File: src/common/rx_b_irq_defines.svh
// register offsets, field positions and reset values of the channel b receive block
`ifndef RX_B_IRQ_DEFINES_SVH
`define RX_B_IRQ_DEFINES_SVH

// apb byte offsets, one aligned word each
`define OFF_IRQ_ENABLE 8'h00
`define OFF_HOLD_B 8'h04
`define OFF_RX_STATUS 8'h08
`define OFF_EOF_LEN 8'h0c
`define OFF_IRQ_STATUS 8'h10
`define OFF_IRQ_MASK 8'h14

// event bit positions, shared by enable, status and mask
`define BIT_UNDERFLOW_B 7
`define BIT_OVERFLOW_B 6
`define BIT_EOF_B 5
`define BIT_FULL_B 4
`define EVENT_LO 4
`define EVENT_HI 7

// receive status fields
`define STAT_HOLD_FULL 0
`define STAT_EOF_PENDING 1
`define STAT_NBITS_LO 8
`define STAT_NBITS_HI 11

// holding register read fields
`define HOLD_DATA_HI 7
`define HOLD_NBITS_LO 8
`define HOLD_NBITS_HI 11

// reset values, and the bit count of a full byte
`define RST_IRQ_ENABLE 4'h0
`define RST_IRQ_MASK 4'hf
`define RST_EOF_LEN 8'h00
`define BITS_PER_BYTE 4'h8

`endif

File: src/common/rx_b_irq_pkg.sv
// types shared by the channel b receive interrupt block
package rx_b_irq_pkg;

  // one bit from the channel b deserializer, same clock
  typedef struct packed {
    logic strobe;
    logic valid;
    logic data;
  } rx_bit_t;

  // a transfer into the holding register
  typedef struct packed {
    logic load;
    logic eof;
    logic [3:0] nbits;
    logic [7:0] data;
  } rx_xfer_t;

endpackage

File: src/core/rx_b_deframer.sv
// channel b bit assembler with end-of-frame detection
`timescale 1ns/1ps
`default_nettype none
`include "rx_b_irq_defines.svh"

module rx_b_deframer #(
  parameter int LEN_W = 8
) (
  input wire logic clk,
  input wire logic rst,
  input wire rx_b_irq_pkg::rx_bit_t rx_bit,
  input wire logic [LEN_W-1:0] eof_len,
  output rx_b_irq_pkg::rx_xfer_t xfer
);
  import rx_b_irq_pkg::*;

  logic [7:0] shift_q;
  logic [3:0] nbits_q;
  logic seen_valid_q;
  logic [LEN_W:0] invalid_q;
  logic [LEN_W:0] invalid_next;
  logic [3:0] nbits_next;
  logic eof_hit;
  rx_xfer_t xfer_q;

  assign invalid_next = invalid_q + {{LEN_W{1'b0}}, 1'b1};
  assign nbits_next = nbits_q + 4'h1;
  // count exceeds length; length zero ends on the first invalid bit
  assign eof_hit = rx_bit.strobe & ~rx_bit.valid & seen_valid_q &
                   (invalid_next > {1'b0, eof_len});

  //////////////////////////////////////////////////////////////////////////////
  always_ff @(posedge clk) begin
    if (rst) begin
      shift_q <= 8'h00;
      nbits_q <= 4'h0;
      seen_valid_q <= 1'b0;
      invalid_q <= '0;
    end else if (rx_bit.strobe & rx_bit.valid) begin
      // emptied once a byte moves, so a partial byte at eof stays right-aligned
      shift_q <= (nbits_next == `BITS_PER_BYTE) ? 8'h00 : {shift_q[6:0], rx_bit.data};
      nbits_q <= (nbits_next == `BITS_PER_BYTE) ? 4'h0 : nbits_next;
      seen_valid_q <= 1'b1;
      invalid_q <= '0;
    end else if (eof_hit) begin
      shift_q <= 8'h00;
      nbits_q <= 4'h0;
      seen_valid_q <= 1'b0;
      invalid_q <= '0;
    end else if (rx_bit.strobe & seen_valid_q) begin
      invalid_q <= invalid_next;
    end
  end

  //////////////////////////////////////////////////////////////////////////////
  // a full byte or an end of frame moves data, even a partial byte
  always_ff @(posedge clk) begin
    if (rst) begin
      xfer_q <= '0;
    end else if (rx_bit.strobe & rx_bit.valid & (nbits_next == `BITS_PER_BYTE)) begin
      xfer_q <= '{load: 1'b1, eof: 1'b0, nbits: nbits_next,
                  data: {shift_q[6:0], rx_bit.data}};
    end else if (eof_hit) begin
      xfer_q <= '{load: 1'b1, eof: 1'b1, nbits: nbits_q, data: shift_q};
    end else begin
      xfer_q <= '0;
    end
  end

  assign xfer = xfer_q;

endmodule
`default_nettype wire

File: src/core/rx_chan_b_irq_enable.sv
// channel b receive holding register with interrupt enables, apb slave
// How it works
// - enable bit 7 gates the channel b underflow interrupt
// - reading the empty channel b holding register raises underflow
// - enable bit 6 gates the channel b overflow interrupt
// - new data arriving before the old is read raises overflow
// - enable bit 5 gates the channel b end-of-frame interrupt
// - end of frame once invalid bits after valid exceed programmed length
// - length zero ends the frame on the first invalid bit
// - reading the receive status register clears the end-of-frame interrupt
// - enable bit 4 gates the interrupt for data placed in holding register
// - full byte or end of frame, even partial, loads the holding register
`timescale 1ns/1ps
`default_nettype none
`include "rx_b_irq_defines.svh"

module rx_chan_b_irq_enable #(
  parameter int LEN_W = 8
) (
  input wire logic CLK_SYS,
  input wire logic RESET,
  input wire logic PSEL,
  input wire logic PENABLE,
  input wire logic PWRITE,
  input wire logic [7:0] PADDR,
  input wire logic [31:0] PWDATA,
  output logic [31:0] PRDATA,
  output logic PREADY,
  output logic PSLVERR,
  input wire rx_b_irq_pkg::rx_bit_t RX_BIT,
  output logic IRQ
);
  import rx_b_irq_pkg::*;

  //////////////////////////////////////////////////////////////////////////////
  // declarations

  logic setup;
  logic done;
  logic wr_done;
  logic rd_done;
  logic pready_q;
  logic pslverr_q;
  logic [31:0] prdata_q;
  logic [31:0] rd_mux;
  logic addr_ok;

  logic sel_enable;
  logic sel_hold;
  logic sel_status;
  logic sel_len;
  logic sel_istat;
  logic sel_mask;

  logic [3:0] enable_q;
  logic [3:0] mask_q;
  logic [LEN_W-1:0] eof_len_q;

  rx_xfer_t xfer;
  logic [7:0] hold_data_q;
  logic [3:0] hold_nbits_q;
  logic hold_full_q;
  logic pop_ok_q;
  logic empty_read_q;
  logic pop;
  logic eof_pending_q;

  logic [3:0] event_v;
  logic [3:0] clear_v;
  logic [3:0] istat_q;
  logic irq_q;

  //////////////////////////////////////////////////////////////////////////////
  // apb phases: answer is registered, so every access takes one access cycle

  assign setup = PSEL & ~PENABLE;
  assign done = PSEL & PENABLE & pready_q;
  assign wr_done = done & PWRITE & ~pslverr_q;
  assign rd_done = done & ~PWRITE & ~pslverr_q;

  assign sel_enable = (PADDR == `OFF_IRQ_ENABLE);
  assign sel_hold = (PADDR == `OFF_HOLD_B);
  assign sel_status = (PADDR == `OFF_RX_STATUS);
  assign sel_len = (PADDR == `OFF_EOF_LEN);
  assign sel_istat = (PADDR == `OFF_IRQ_STATUS);
  assign sel_mask = (PADDR == `OFF_IRQ_MASK);
  assign addr_ok = sel_enable | sel_hold | sel_status | sel_len | sel_istat | sel_mask;

  always_ff @(posedge CLK_SYS) begin
    if (RESET) begin
      pready_q <= 1'b0;
    end else begin
      pready_q <= setup;
    end
  end

  // unmapped offsets answer with an error and have no effect
  always_ff @(posedge CLK_SYS) begin
    if (RESET) begin
      pslverr_q <= 1'b0;
    end else if (setup) begin
      pslverr_q <= ~addr_ok;
    end else if (done) begin
      pslverr_q <= 1'b0;
    end
  end

  //////////////////////////////////////////////////////////////////////////////
  // read data is captured in the setup cycle and held through the access

  always_comb begin
    rd_mux = 32'h0000_0000;
    case (1'b1)
      sel_enable: begin
        rd_mux[`EVENT_HI:`EVENT_LO] = enable_q;
      end
      sel_hold: begin
        if (hold_full_q) begin
          rd_mux[`HOLD_DATA_HI:0] = hold_data_q;
          rd_mux[`HOLD_NBITS_HI:`HOLD_NBITS_LO] = hold_nbits_q;
        end
      end
      sel_status: begin
        rd_mux[`STAT_HOLD_FULL] = hold_full_q;
        rd_mux[`STAT_EOF_PENDING] = eof_pending_q;
        rd_mux[`STAT_NBITS_HI:`STAT_NBITS_LO] = hold_nbits_q;
      end
      sel_len: begin
        rd_mux[LEN_W-1:0] = eof_len_q;
      end
      sel_istat: begin
        rd_mux[`EVENT_HI:`EVENT_LO] = istat_q;
      end
      sel_mask: begin
        rd_mux[`EVENT_HI:`EVENT_LO] = mask_q;
      end
      default: begin
        rd_mux = 32'h0000_0000;
      end
    endcase
  end

  always_ff @(posedge CLK_SYS) begin
    if (RESET) begin
      prdata_q <= 32'h0000_0000;
    end else if (setup & ~PWRITE) begin
      prdata_q <= rd_mux;
    end else if (done) begin
      prdata_q <= 32'h0000_0000;
    end
  end

  //////////////////////////////////////////////////////////////////////////////
  // software control registers

  always_ff @(posedge CLK_SYS) begin
    if (RESET) begin
      enable_q <= `RST_IRQ_ENABLE;
    end else if (wr_done & sel_enable) begin
      enable_q <= PWDATA[`EVENT_HI:`EVENT_LO];
    end
  end

  always_ff @(posedge CLK_SYS) begin
    if (RESET) begin
      mask_q <= `RST_IRQ_MASK;
    end else if (wr_done & sel_mask) begin
      mask_q <= PWDATA[`EVENT_HI:`EVENT_LO];
    end
  end

  always_ff @(posedge CLK_SYS) begin
    if (RESET) begin
      eof_len_q <= `RST_EOF_LEN;
    end else if (wr_done & sel_len) begin
      eof_len_q <= PWDATA[LEN_W-1:0];
    end
  end

  //////////////////////////////////////////////////////////////////////////////
  // bit assembly and end-of-frame detection

  rx_b_deframer #(
    .LEN_W(LEN_W)
  ) u_deframer (
    .clk(CLK_SYS),
    .rst(RESET),
    .rx_bit(RX_BIT),
    .eof_len(eof_len_q),
    .xfer(xfer)
  );

  //////////////////////////////////////////////////////////////////////////////
  // holding register; a load landing between setup and access must not be
  // popped by that access, since the master saw the older byte

  always_ff @(posedge CLK_SYS) begin
    if (RESET) begin
      pop_ok_q <= 1'b0;
      empty_read_q <= 1'b0;
    end else if (setup) begin
      pop_ok_q <= sel_hold & ~PWRITE & hold_full_q & ~xfer.load;
      empty_read_q <= sel_hold & ~PWRITE & ~hold_full_q;
    end
  end

  assign pop = rd_done & sel_hold & pop_ok_q;

  always_ff @(posedge CLK_SYS) begin
    if (RESET) begin
      hold_data_q <= 8'h00;
      hold_nbits_q <= 4'h0;
    end else if (xfer.load) begin
      hold_data_q <= xfer.data;
      hold_nbits_q <= xfer.nbits;
    end
  end

  // a load wins over a pop in the same cycle
  always_ff @(posedge CLK_SYS) begin
    if (RESET) begin
      hold_full_q <= 1'b0;
    end else if (xfer.load) begin
      hold_full_q <= 1'b1;
    end else if (pop) begin
      hold_full_q <= 1'b0;
    end
  end

  // pending end of frame; an event in the clearing cycle is kept
  always_ff @(posedge CLK_SYS) begin
    if (RESET) begin
      eof_pending_q <= 1'b0;
    end else if (xfer.load & xfer.eof) begin
      eof_pending_q <= 1'b1;
    end else if (rd_done & sel_status) begin
      eof_pending_q <= 1'b0;
    end
  end

  //////////////////////////////////////////////////////////////////////////////
  // events and sticky status

  always_comb begin
    event_v = 4'h0;
    event_v[`BIT_UNDERFLOW_B-`EVENT_LO] = rd_done & sel_hold & empty_read_q;
    event_v[`BIT_OVERFLOW_B-`EVENT_LO] = xfer.load & hold_full_q & ~pop;
    event_v[`BIT_EOF_B-`EVENT_LO] = xfer.load & xfer.eof;
    event_v[`BIT_FULL_B-`EVENT_LO] = xfer.load;
  end

  // write one clears; a status read also clears the end-of-frame bit
  always_comb begin
    clear_v = 4'h0;
    if (wr_done & sel_istat) begin
      clear_v = PWDATA[`EVENT_HI:`EVENT_LO];
    end
    if (rd_done & sel_status) begin
      clear_v[`BIT_EOF_B-`EVENT_LO] = 1'b1;
    end
  end

  genvar gi;
  generate
    for (gi = 0; gi < 4; gi++) begin : g_sticky
      always_ff @(posedge CLK_SYS) begin
        if (RESET) begin
          istat_q[gi] <= 1'b0;
        end else if (event_v[gi]) begin
          istat_q[gi] <= 1'b1;
        end else if (clear_v[gi]) begin
          istat_q[gi] <= 1'b0;
        end
      end
    end
  endgenerate

  //////////////////////////////////////////////////////////////////////////////
  // interrupt request: a condition counts only with its enable and mask set

  always_ff @(posedge CLK_SYS) begin
    if (RESET) begin
      irq_q <= 1'b0;
    end else begin
      irq_q <= |(istat_q & enable_q & mask_q);
    end
  end

  //////////////////////////////////////////////////////////////////////////////
  // outputs

  assign PRDATA = prdata_q;
  assign PREADY = pready_q;
  assign PSLVERR = pslverr_q;
  assign IRQ = irq_q;

endmodule
`default_nettype wire
File: config.mk
export PLATFORM = sky130hd
export DESIGN_NAME = rx_chan_b_irq_enable
export DESIGN_NICKNAME = d
export VERILOG_FILES = /design/src/common/rx_b_irq_pkg.sv /design/src/core/rx_b_deframer.sv /design/src/core/rx_chan_b_irq_enable.sv
export VERILOG_INCLUDE_DIRS = /design/src /design/src/common
export SDC_FILE = /design/constraint.sdc
export NUM_CORES = 1
export LEC_CHECK = 0
export BUFFER_PORTS_ARGS = -buffer_cell sky130_fd_sc_hd__buf_2
export CORE_ASPECT_RATIO = 1.75
export CORE_UTILIZATION = 45
export DETAILED_ROUTE_END_ITERATION = 12
export PLACE_DENSITY = 0.67
export SYNTH_ARGS = -nofsm -noshare
export SYNTH_HDL_FRONTEND = slang
export SYNTH_SLANG_ARGS = --single-unit
File: constraint.sdc
create_clock -name CLK_SYS -period 3.6 [get_ports CLK_SYS]
set_input_delay 0 -clock CLK_SYS [delete_from_list [all_inputs] [get_ports CLK_SYS]]
set_output_delay 0 -clock CLK_SYS [all_outputs]
set_load 0.05 [all_outputs]
==> results.py, run 1 <==
metrics = {
    "floorplan": {
        "rows": 45,
        "io_pins": 83,
        "initial_core_util_pct": 46.92,
        "die_h_microns": 128.6,
        "coreArea_sq_um": 8783,
        "dieArea_sq_um": 9561,
        "die_x_microns": 74.35,
    },
    "critical_path": {
        "worst-r2r-cell-count": 10,
        "ff2ff_setup_slack_ps": 470,
        "cp_data_required_time_ps": 3860,
        "cp_max_fo": 7,
        "crit_end": "u_deframer.invalid_q[6]",
        "worstPathArrival_ps": 3390,
        "worst_setup_path_end_kind": "register",
        "r2r_start": "u_deframer.invalid_q[2]",
        "worstSetupStartpoint": "u_deframer.invalid_q[2]",
        "worstReg2RegEnd": "u_deframer.invalid_q[6]",
        "crit_type": "reg2reg",
        "crit_path_start_kind": "register",
    },
    "finish": {
        "fin_nets": 533,
        "stdcell_area_sq_um": 4691,
        "multi_input_area_sq_um": 2161,
        "fillers": 838,
        "antenna_cells": 0,
        "drive_above_1_share_pct": 17.71,
        "fin_cells": 597,
        "seqCellArea_sq_um": 1742,
        "syn2layout_area_growth_pct": 13.81,
    },
    "sta": {
        "slew_viol_final": 0,
        "slew_headroom_pct": 27.46,
        "finalHoldViolations": 0,
        "setup_viol": 0,
        "period_needed_ps": 3129,
        "rsz0062_at_grt": "no",
        "finClkSkew_ps": 2.863,
        "timing.fmax_mhz": 319.6,
        "tns_ps": 0,
        "fin_crit_sh_pct": 86.93,
        "worstMarginPinSlew_ps": 1081,
    },
    "detailed_routing": {
        "wirelength_microns": 9289,
        "drt_pass1_iterations": 7,
        "drc": 0,
        "vias": 3308,
        "wl_per_cell_microns": 15.56,
        "drt_iter0_drc": 196,
        "vias_per_cell": 5.541,
        "postRouteAntennaNets": 0,
    },
    "power_and_ir_drop": {
        "seqPwrFrac_pct": 48.8,
        "p_clk_share_pct": 44.1,
        "p_comb_share_pct": 7.0,
        "ir_drop_v": 0.0002640,
        "power_density_nw_per_um2": 424.4,
        "p_sw_w": 0.0004959,
        "swShare_pct": 24.91,
        "internal-power_w": 0.001495,
        "power.leakage_nw": 1.886,
    },
    "clock_tree": {
        "cts_tree": "done",
        "cts_buffer_depth": 2,
        "clkLatencyLatePin_ps": 340,
        "h-tree-depth": 3,
        "cts.sinks": 87,
        "clk_pin_slew_ps": 60,
        "cts_resized": 0,
        "cts_setup_buffers": 0,
        "holdBufCountCts": 10,
        "cts_root_buf": "clkbuf_16",
        "cts_made_buffers": 9,
    },
    "logic_synthesis": {
        "syn_area_sq_um": 4121,
        "synth_common_cells": "87 x dfxtp_1, 44 x nand2_1, 43 x nor2_1",
        "yosys_warnings": 0,
        "synth_cell_types": 66,
        "avgSynthCellArea_sq_um": 9.540,
        "synth_most_common_cell": "dfxtp_1",
        "synth_flop_cell": "dfxtp_1",
        "synth_area_leaders": "dfxtp_1 42%, mux2i_1 6.8%, nand2_1 4.0%",
        "synth_edf_count": 0,
        "async_flop_share_pct": 0,
        "ys_ff_latch": 87,
        "synth_top_area_cell": "dfxtp_1",
        "seq_area_frac_synth_pct": 42.26,
        "yosysTopAreaCellShare_pct": 42.26,
        "synthesis.instances": 432,
    },
    "global_routing": {
        "grt_start_max_net_pins": 51,
        "track_usage_pct": 20.85,
        "grt_overflow": 0,
        "grt.busiest_layer": "met2",
        "grt_pass1_vias": 3099,
        "use_met1_pct": 21.81,
        "gr-usage-met3_pct": 4.150,
        "grt_pass1_wl_microns": 14920,
        "grtUsageMet2_pct": 36.26,
        "antenna_found_initial": 0,
    },
    "placed_design": {
        "hpwl_microns": 6849,
        "io_buffers": 38,
        "place_area_sq_um": 4307,
        "post-place-cells": 571,
        "place_congestion": 0.9279,
    },
    "min_path": {
        "hold_class": "in2reg",
    },
    "flow_run": {
        "max_cap_violations": 0,
    },
    "status": {
        "status": "complete, no violations",
    },
}
## worst max-delay path: stages (launching register included)
cell,delay [ps]
dfxtp_1,450
nand3_1,200
or2_2,390
nor2_1,190
xor2_1,110
ha_1,320
and3_1,170
or3b_4,390
o211a_1,230
or4_1,430
a31oi_1,180
## power groups by stage
stage,sequential (W),clock [W],combinational (W)
6_report,0.000972,0.000879,0.000140
4_1_cts,0.000972,0.000897,0.000140
2_1_floorplan,0.000996,0,0.000114
3_3_place_gp,0.000993,0,0.000130
3_5_place_dp,0.000993,0,0.000131
5_1_grt,0.000972,0.000932,0.000150
## cell type report
cell class                      instances  area share [%]
Tap cell                              117           3.121
Timing Repair Buffer                   51           6.668
Inverter                               12          0.9603
Multi-Input combinational cell        314           46.07
Clock buffer                           11           5.175
Clock inverter                          5          0.8802
Sequential cell                        87           37.13
## per-layer routing
| metal | part of all wire (%) | wire length, microns |
|---|---|---|
| met5 | 0 | 0 |
| met4 | 6.1 | 563 |
| met3 | 4.2 | 394 |
| met2 | 51 | 4783 |
| met1 | 38 | 3547 |
## per-stage QoR
stage	hold slack (ps)	total power [W]	util [%]	setup slack, ps
finish	6.285	0.001991	53.40	470.7
global route	38.41	0.002055	53.40	228.3
CTS	0.9156	0.002008	53.40	478.6
detailed placement	251.4	0.001124	49.03	496.2
global placement	231.5	0.001123	49.03	558.1
floorplan	109.7	0.001109	-	750.3
## layout by cell type, fill, tap and decap left out, types with 3 or more instances in the layout
cell type and n:
and3_1 6, a31oi_1 7, or4_1 4, inv_1 11, buf_2 38, clkbuf_16 9, and2_1 5, mux2i_1 28
ha_1 10, a21oi_1 13, a222oi_1 3, or2_2 3, nand3b_1 3, a21o_1 7, a22oi_1 6, xor2_1 3
xnor2_1 6, dlygate4sd3_1 10, nor2_1 43, a22o_1 16, a221oi_1 3, mux2_2 5, nand3_1 13, a32oi_1 4
a311oi_1 3, a32o_1 5, dfxtp_1 87, nor2b_1 4, o21ai_0 11, buf_4 3, nand2_1 44, conb_1 20
## worst min path at each step
stage / from / to / cells past startpoint
after floorplan: RX_BIT[2] / u_deframer.seen_valid_q / 1
after global placement: PWDATA[1] / eof_len_q[1] / 3
after detailed placement: PWDATA[1] / eof_len_q[1] / 3
after CTS: PSEL / PSLVERR / 4
after global routing: PSEL / PSLVERR / 4
final: PSEL / PSLVERR / 4
## flip-flops by register name, summed over array words and instances, names as in the netlist
| name | count |
|---|---|
| enable_q | 4 |
| u_deframer.xfer | 14 |
| PSLVERR | 1 |
| mask_q | 4 |
| u_deframer.shift_q | 8 |
| hold_nbits_q | 4 |
| PREADY | 1 |
| hold_data_q | 8 |
| hold_full_q | 1 |
| eof_pending_q | 1 |
| u_deframer.invalid_q | 9 |
| istat_q | 4 |
| u_deframer.seen_valid_q | 1 |
| IRQ | 1 |
| eof_len_q | 8 |
| empty_read_q | 1 |
| pop_ok_q | 1 |
| u_deframer.nbits_q | 4 |
| PRDATA | 12 |
## cell families (layout without fill, tap and decap cells)
family	Yosys count	in the layout	share of synthesized area, %
flops	87	87	42.26
buf+inv	50	79	7.043
fa+ha+maj	10	10	3.036
mux	33	33	8.166
simple gates	148	148	19.28
compound gates	94	94	18.22
other cells	1	20	0.09099
xor+xnor	9	9	1.913
Note: power is estimated with default switching activity, not from simulation.
==> inputs of run 2 (changes only) <==
--- a/config.mk
+++ b/config.mk
@@ -10,7 +10,9 @@
 export CORE_ASPECT_RATIO = 1.75
 export CORE_UTILIZATION = 45
 export DETAILED_ROUTE_END_ITERATION = 12
+export MAX_ROUTING_LAYER = met4
 export PLACE_DENSITY = 0.67
+export SLEW_MARGIN = 40
 export SYNTH_ARGS = -nofsm -noshare
 export SYNTH_HDL_FRONTEND = slang
 export SYNTH_SLANG_ARGS = --single-unit
==> constraint.sdc (replaced) <==
create_clock -name CLK_SYS -period 3.6 [get_ports CLK_SYS]
set_input_delay 0.36 -clock CLK_SYS [delete_from_list [all_inputs] [get_ports CLK_SYS]]
set_output_delay 0.36 -clock CLK_SYS [all_outputs]
set_load 0.05 [all_outputs]
==> results.py, run 2 (synthesis gave the netlist of run 1 again) <==
metrics = {
    "status": {
        "status": "complete, no violations",
    },
    "power_and_ir_drop": {
        "power_density_nw_per_um2": 436.3,
        "ir_drop_v": 0.0002399,
        "power.leakage_nw": 1.862,
    },
    "detailed_routing": {
        "vias_per_cell": 5.523,
        "vias": 3253,
        "wl_per_cell_microns": 15.86,
        "wirelength_microns": 9341,
        "drt_iter0_drc": 212,
        "drt_pass1_iterations": 4,
        "postRouteAntennaNets": 0,
        "drc": 0,
    },
    "sta": {
        "finalHoldViolations": 0,
        "hold_ws_ps": 259.3,
        "timing.fmax_mhz": 315.0,
        "fin_crit_sh_pct": 88.19,
        "worstMarginPinSlew_ps": 714.8,
        "slew_viol_final": 0,
        "tns_ps": 0,
        "rsz0062_at_grt": "no",
        "finClkSkew_ps": 7.474,
        "slew_headroom_pct": 51.98,
        "period_needed_ps": 3175,
        "setup_viol": 0,
    },
    "finish": {
        "antenna_cells": 0,
        "layout_commonest_cell": "dfxtp_1",
        "fin_cells": 589,
        "final_cell_mix": "87 x dfxtp_1, 44 x nand2_1, 43 x nor2_1",
        "stdcell_area_sq_um": 4614,
        "largest_reg_flops": 14,
        "drive_above_1_share_pct": 18.01,
        "fin_nets": 525,
        "syn2layout_area_growth_pct": 11.96,
    },
    "global_routing": {
        "grt_start_max_net_pins": 51,
        "track_usage_pct": 21.29,
        "grt_overflow": 0,
        "grt_pass1_wl_microns": 14830,
        "grt_pass1_vias": 3104,
        "antenna_found_initial": 0,
    },
    "floorplan": {
        "rows": 45,
        "dieArea_sq_um": 9561,
        "initial_core_util_pct": 46.92,
        "io_pins": 83,
        "die_h_microns": 128.6,
        "coreArea_sq_um": 8783,
        "die_x_microns": 74.35,
    },
    "critical_path": {
        "crit_path_start_kind": "register",
        "cp_data_required_time_ps": 3860,
        "worst_setup_path_end_kind": "register",
        "worstPathArrival_ps": 3430,
        "r2r_start": "u_deframer.invalid_q[2]",
        "cp_max_fo": 7,
        "path_depth": 10,
        "crit_type": "reg2reg",
        "cp_num_buf_inv": 0,
        "critPathTopFamily": "simple AND/OR/NAND/NOR gates",
        "worstSetupStartpoint": "u_deframer.invalid_q[2]",
        "slowest_stage": "dfxtp_1",
        "critical-path-max-stage-delay_ps": 440,
        "worst-r2r-cell-count": 10,
        "crit_path_cell_trace": "nand3_1 > or2_2 > nor2_1 > xor2_1 > ha_1 > and3_1 > or3b_4 > o211a_1 > or4_1 > a31oi_1",
    },
    "clock_tree": {
        "cts_resized": 0,
        "cts_setup_buffers": 0,
        "cts_made_buffers": 9,
        "cts_tree": "done",
        "clk_pin_slew_ps": 60,
        "cts_buffer_depth": 2,
        "cts_root_buf": "clkbuf_16",
        "cts.sinks": 87,
        "clkLatencyLatePin_ps": 330,
        "h-tree-depth": 3,
        "holdBufCountCts": 0,
    },
    "min_path": {
        "hold_class": "in2reg",
        "min-delay-start": "PWDATA[3]",
        "worstHoldPathCells": 3,
    },
    "placed_design": {
        "hpwl_microns": 6781,
        "place_area_sq_um": 4322,
        "place_congestion": 0.9832,
        "post-place-cells": 573,
        "io_buffers": 38,
    },
    "flow_run": {
        "max_cap_violations": 0,
    },
}
==> run 2: changes by cell type in the layout (fill, tap and decap cells not counted), sizes merged <==
cell,before,now
buf,41,43
bufinv,0,1
clkbuf,11,12
clkinv,2,4
clkinvlp,2,0
dlygate4sd3,10,0
inv,13,11
==> run 2: cell type report <==
class | count | area [sq um]
multi-input cells | 314 | 2161
clock buffers | 12 | 236.5
well taps | 117 | 146.4
flip-flops and latches | 87 | 1742
inverters | 12 | 45.04
clock inverters | 4 | 56.30
repair buffers | 43 | 227.7
fillers | 844 | 4169
==> run 2: path summary, 6_finish.rpt <==
kind                              to  slack, ps
max reg2reg  u_deframer.invalid_q[5]        430
min reg2reg                PRDATA[0]        460
max          u_deframer.invalid_q[5]        430
min                     eof_len_q[3]        260
==> run 2: power by group <==
group | leakage [nW] | internal (W) | switching (W)
sequential | 0.701 | 0.000967 | 0.00000436
combinational | 1.02 | 0.0000291 | 0.000105
clock | 0.141 | 0.000542 | 0.000366
==> run 2: metrics by stage <==
step / total power, W / utilization, % / worst slack, ps
after floorplan: 0.001109 / - / 750.3
after global placement: 0.001124 / 49.20 / 553.3
after detailed placement: 0.001126 / 49.20 / 476.5
after CTS: 0.002032 / 52.54 / 404.6
after global routing: 0.002091 / 52.54 / 231.3
final: 0.002013 / 52.54 / 425.3
==> run 2: metal layers <==
layer	vias to the layer above	track usage, %	wire length (microns)
li1	1590	-	-
met1	1541	21.15	3595
met2	98	36.84	4928
met3	24	4.542	368
met4	0	13.10	449
met5	-	-	0
==> run 2: worst min-delay path: stages <==
cell	delay, ps
buf_2	70
mux2i_1	50
nor2_1	70
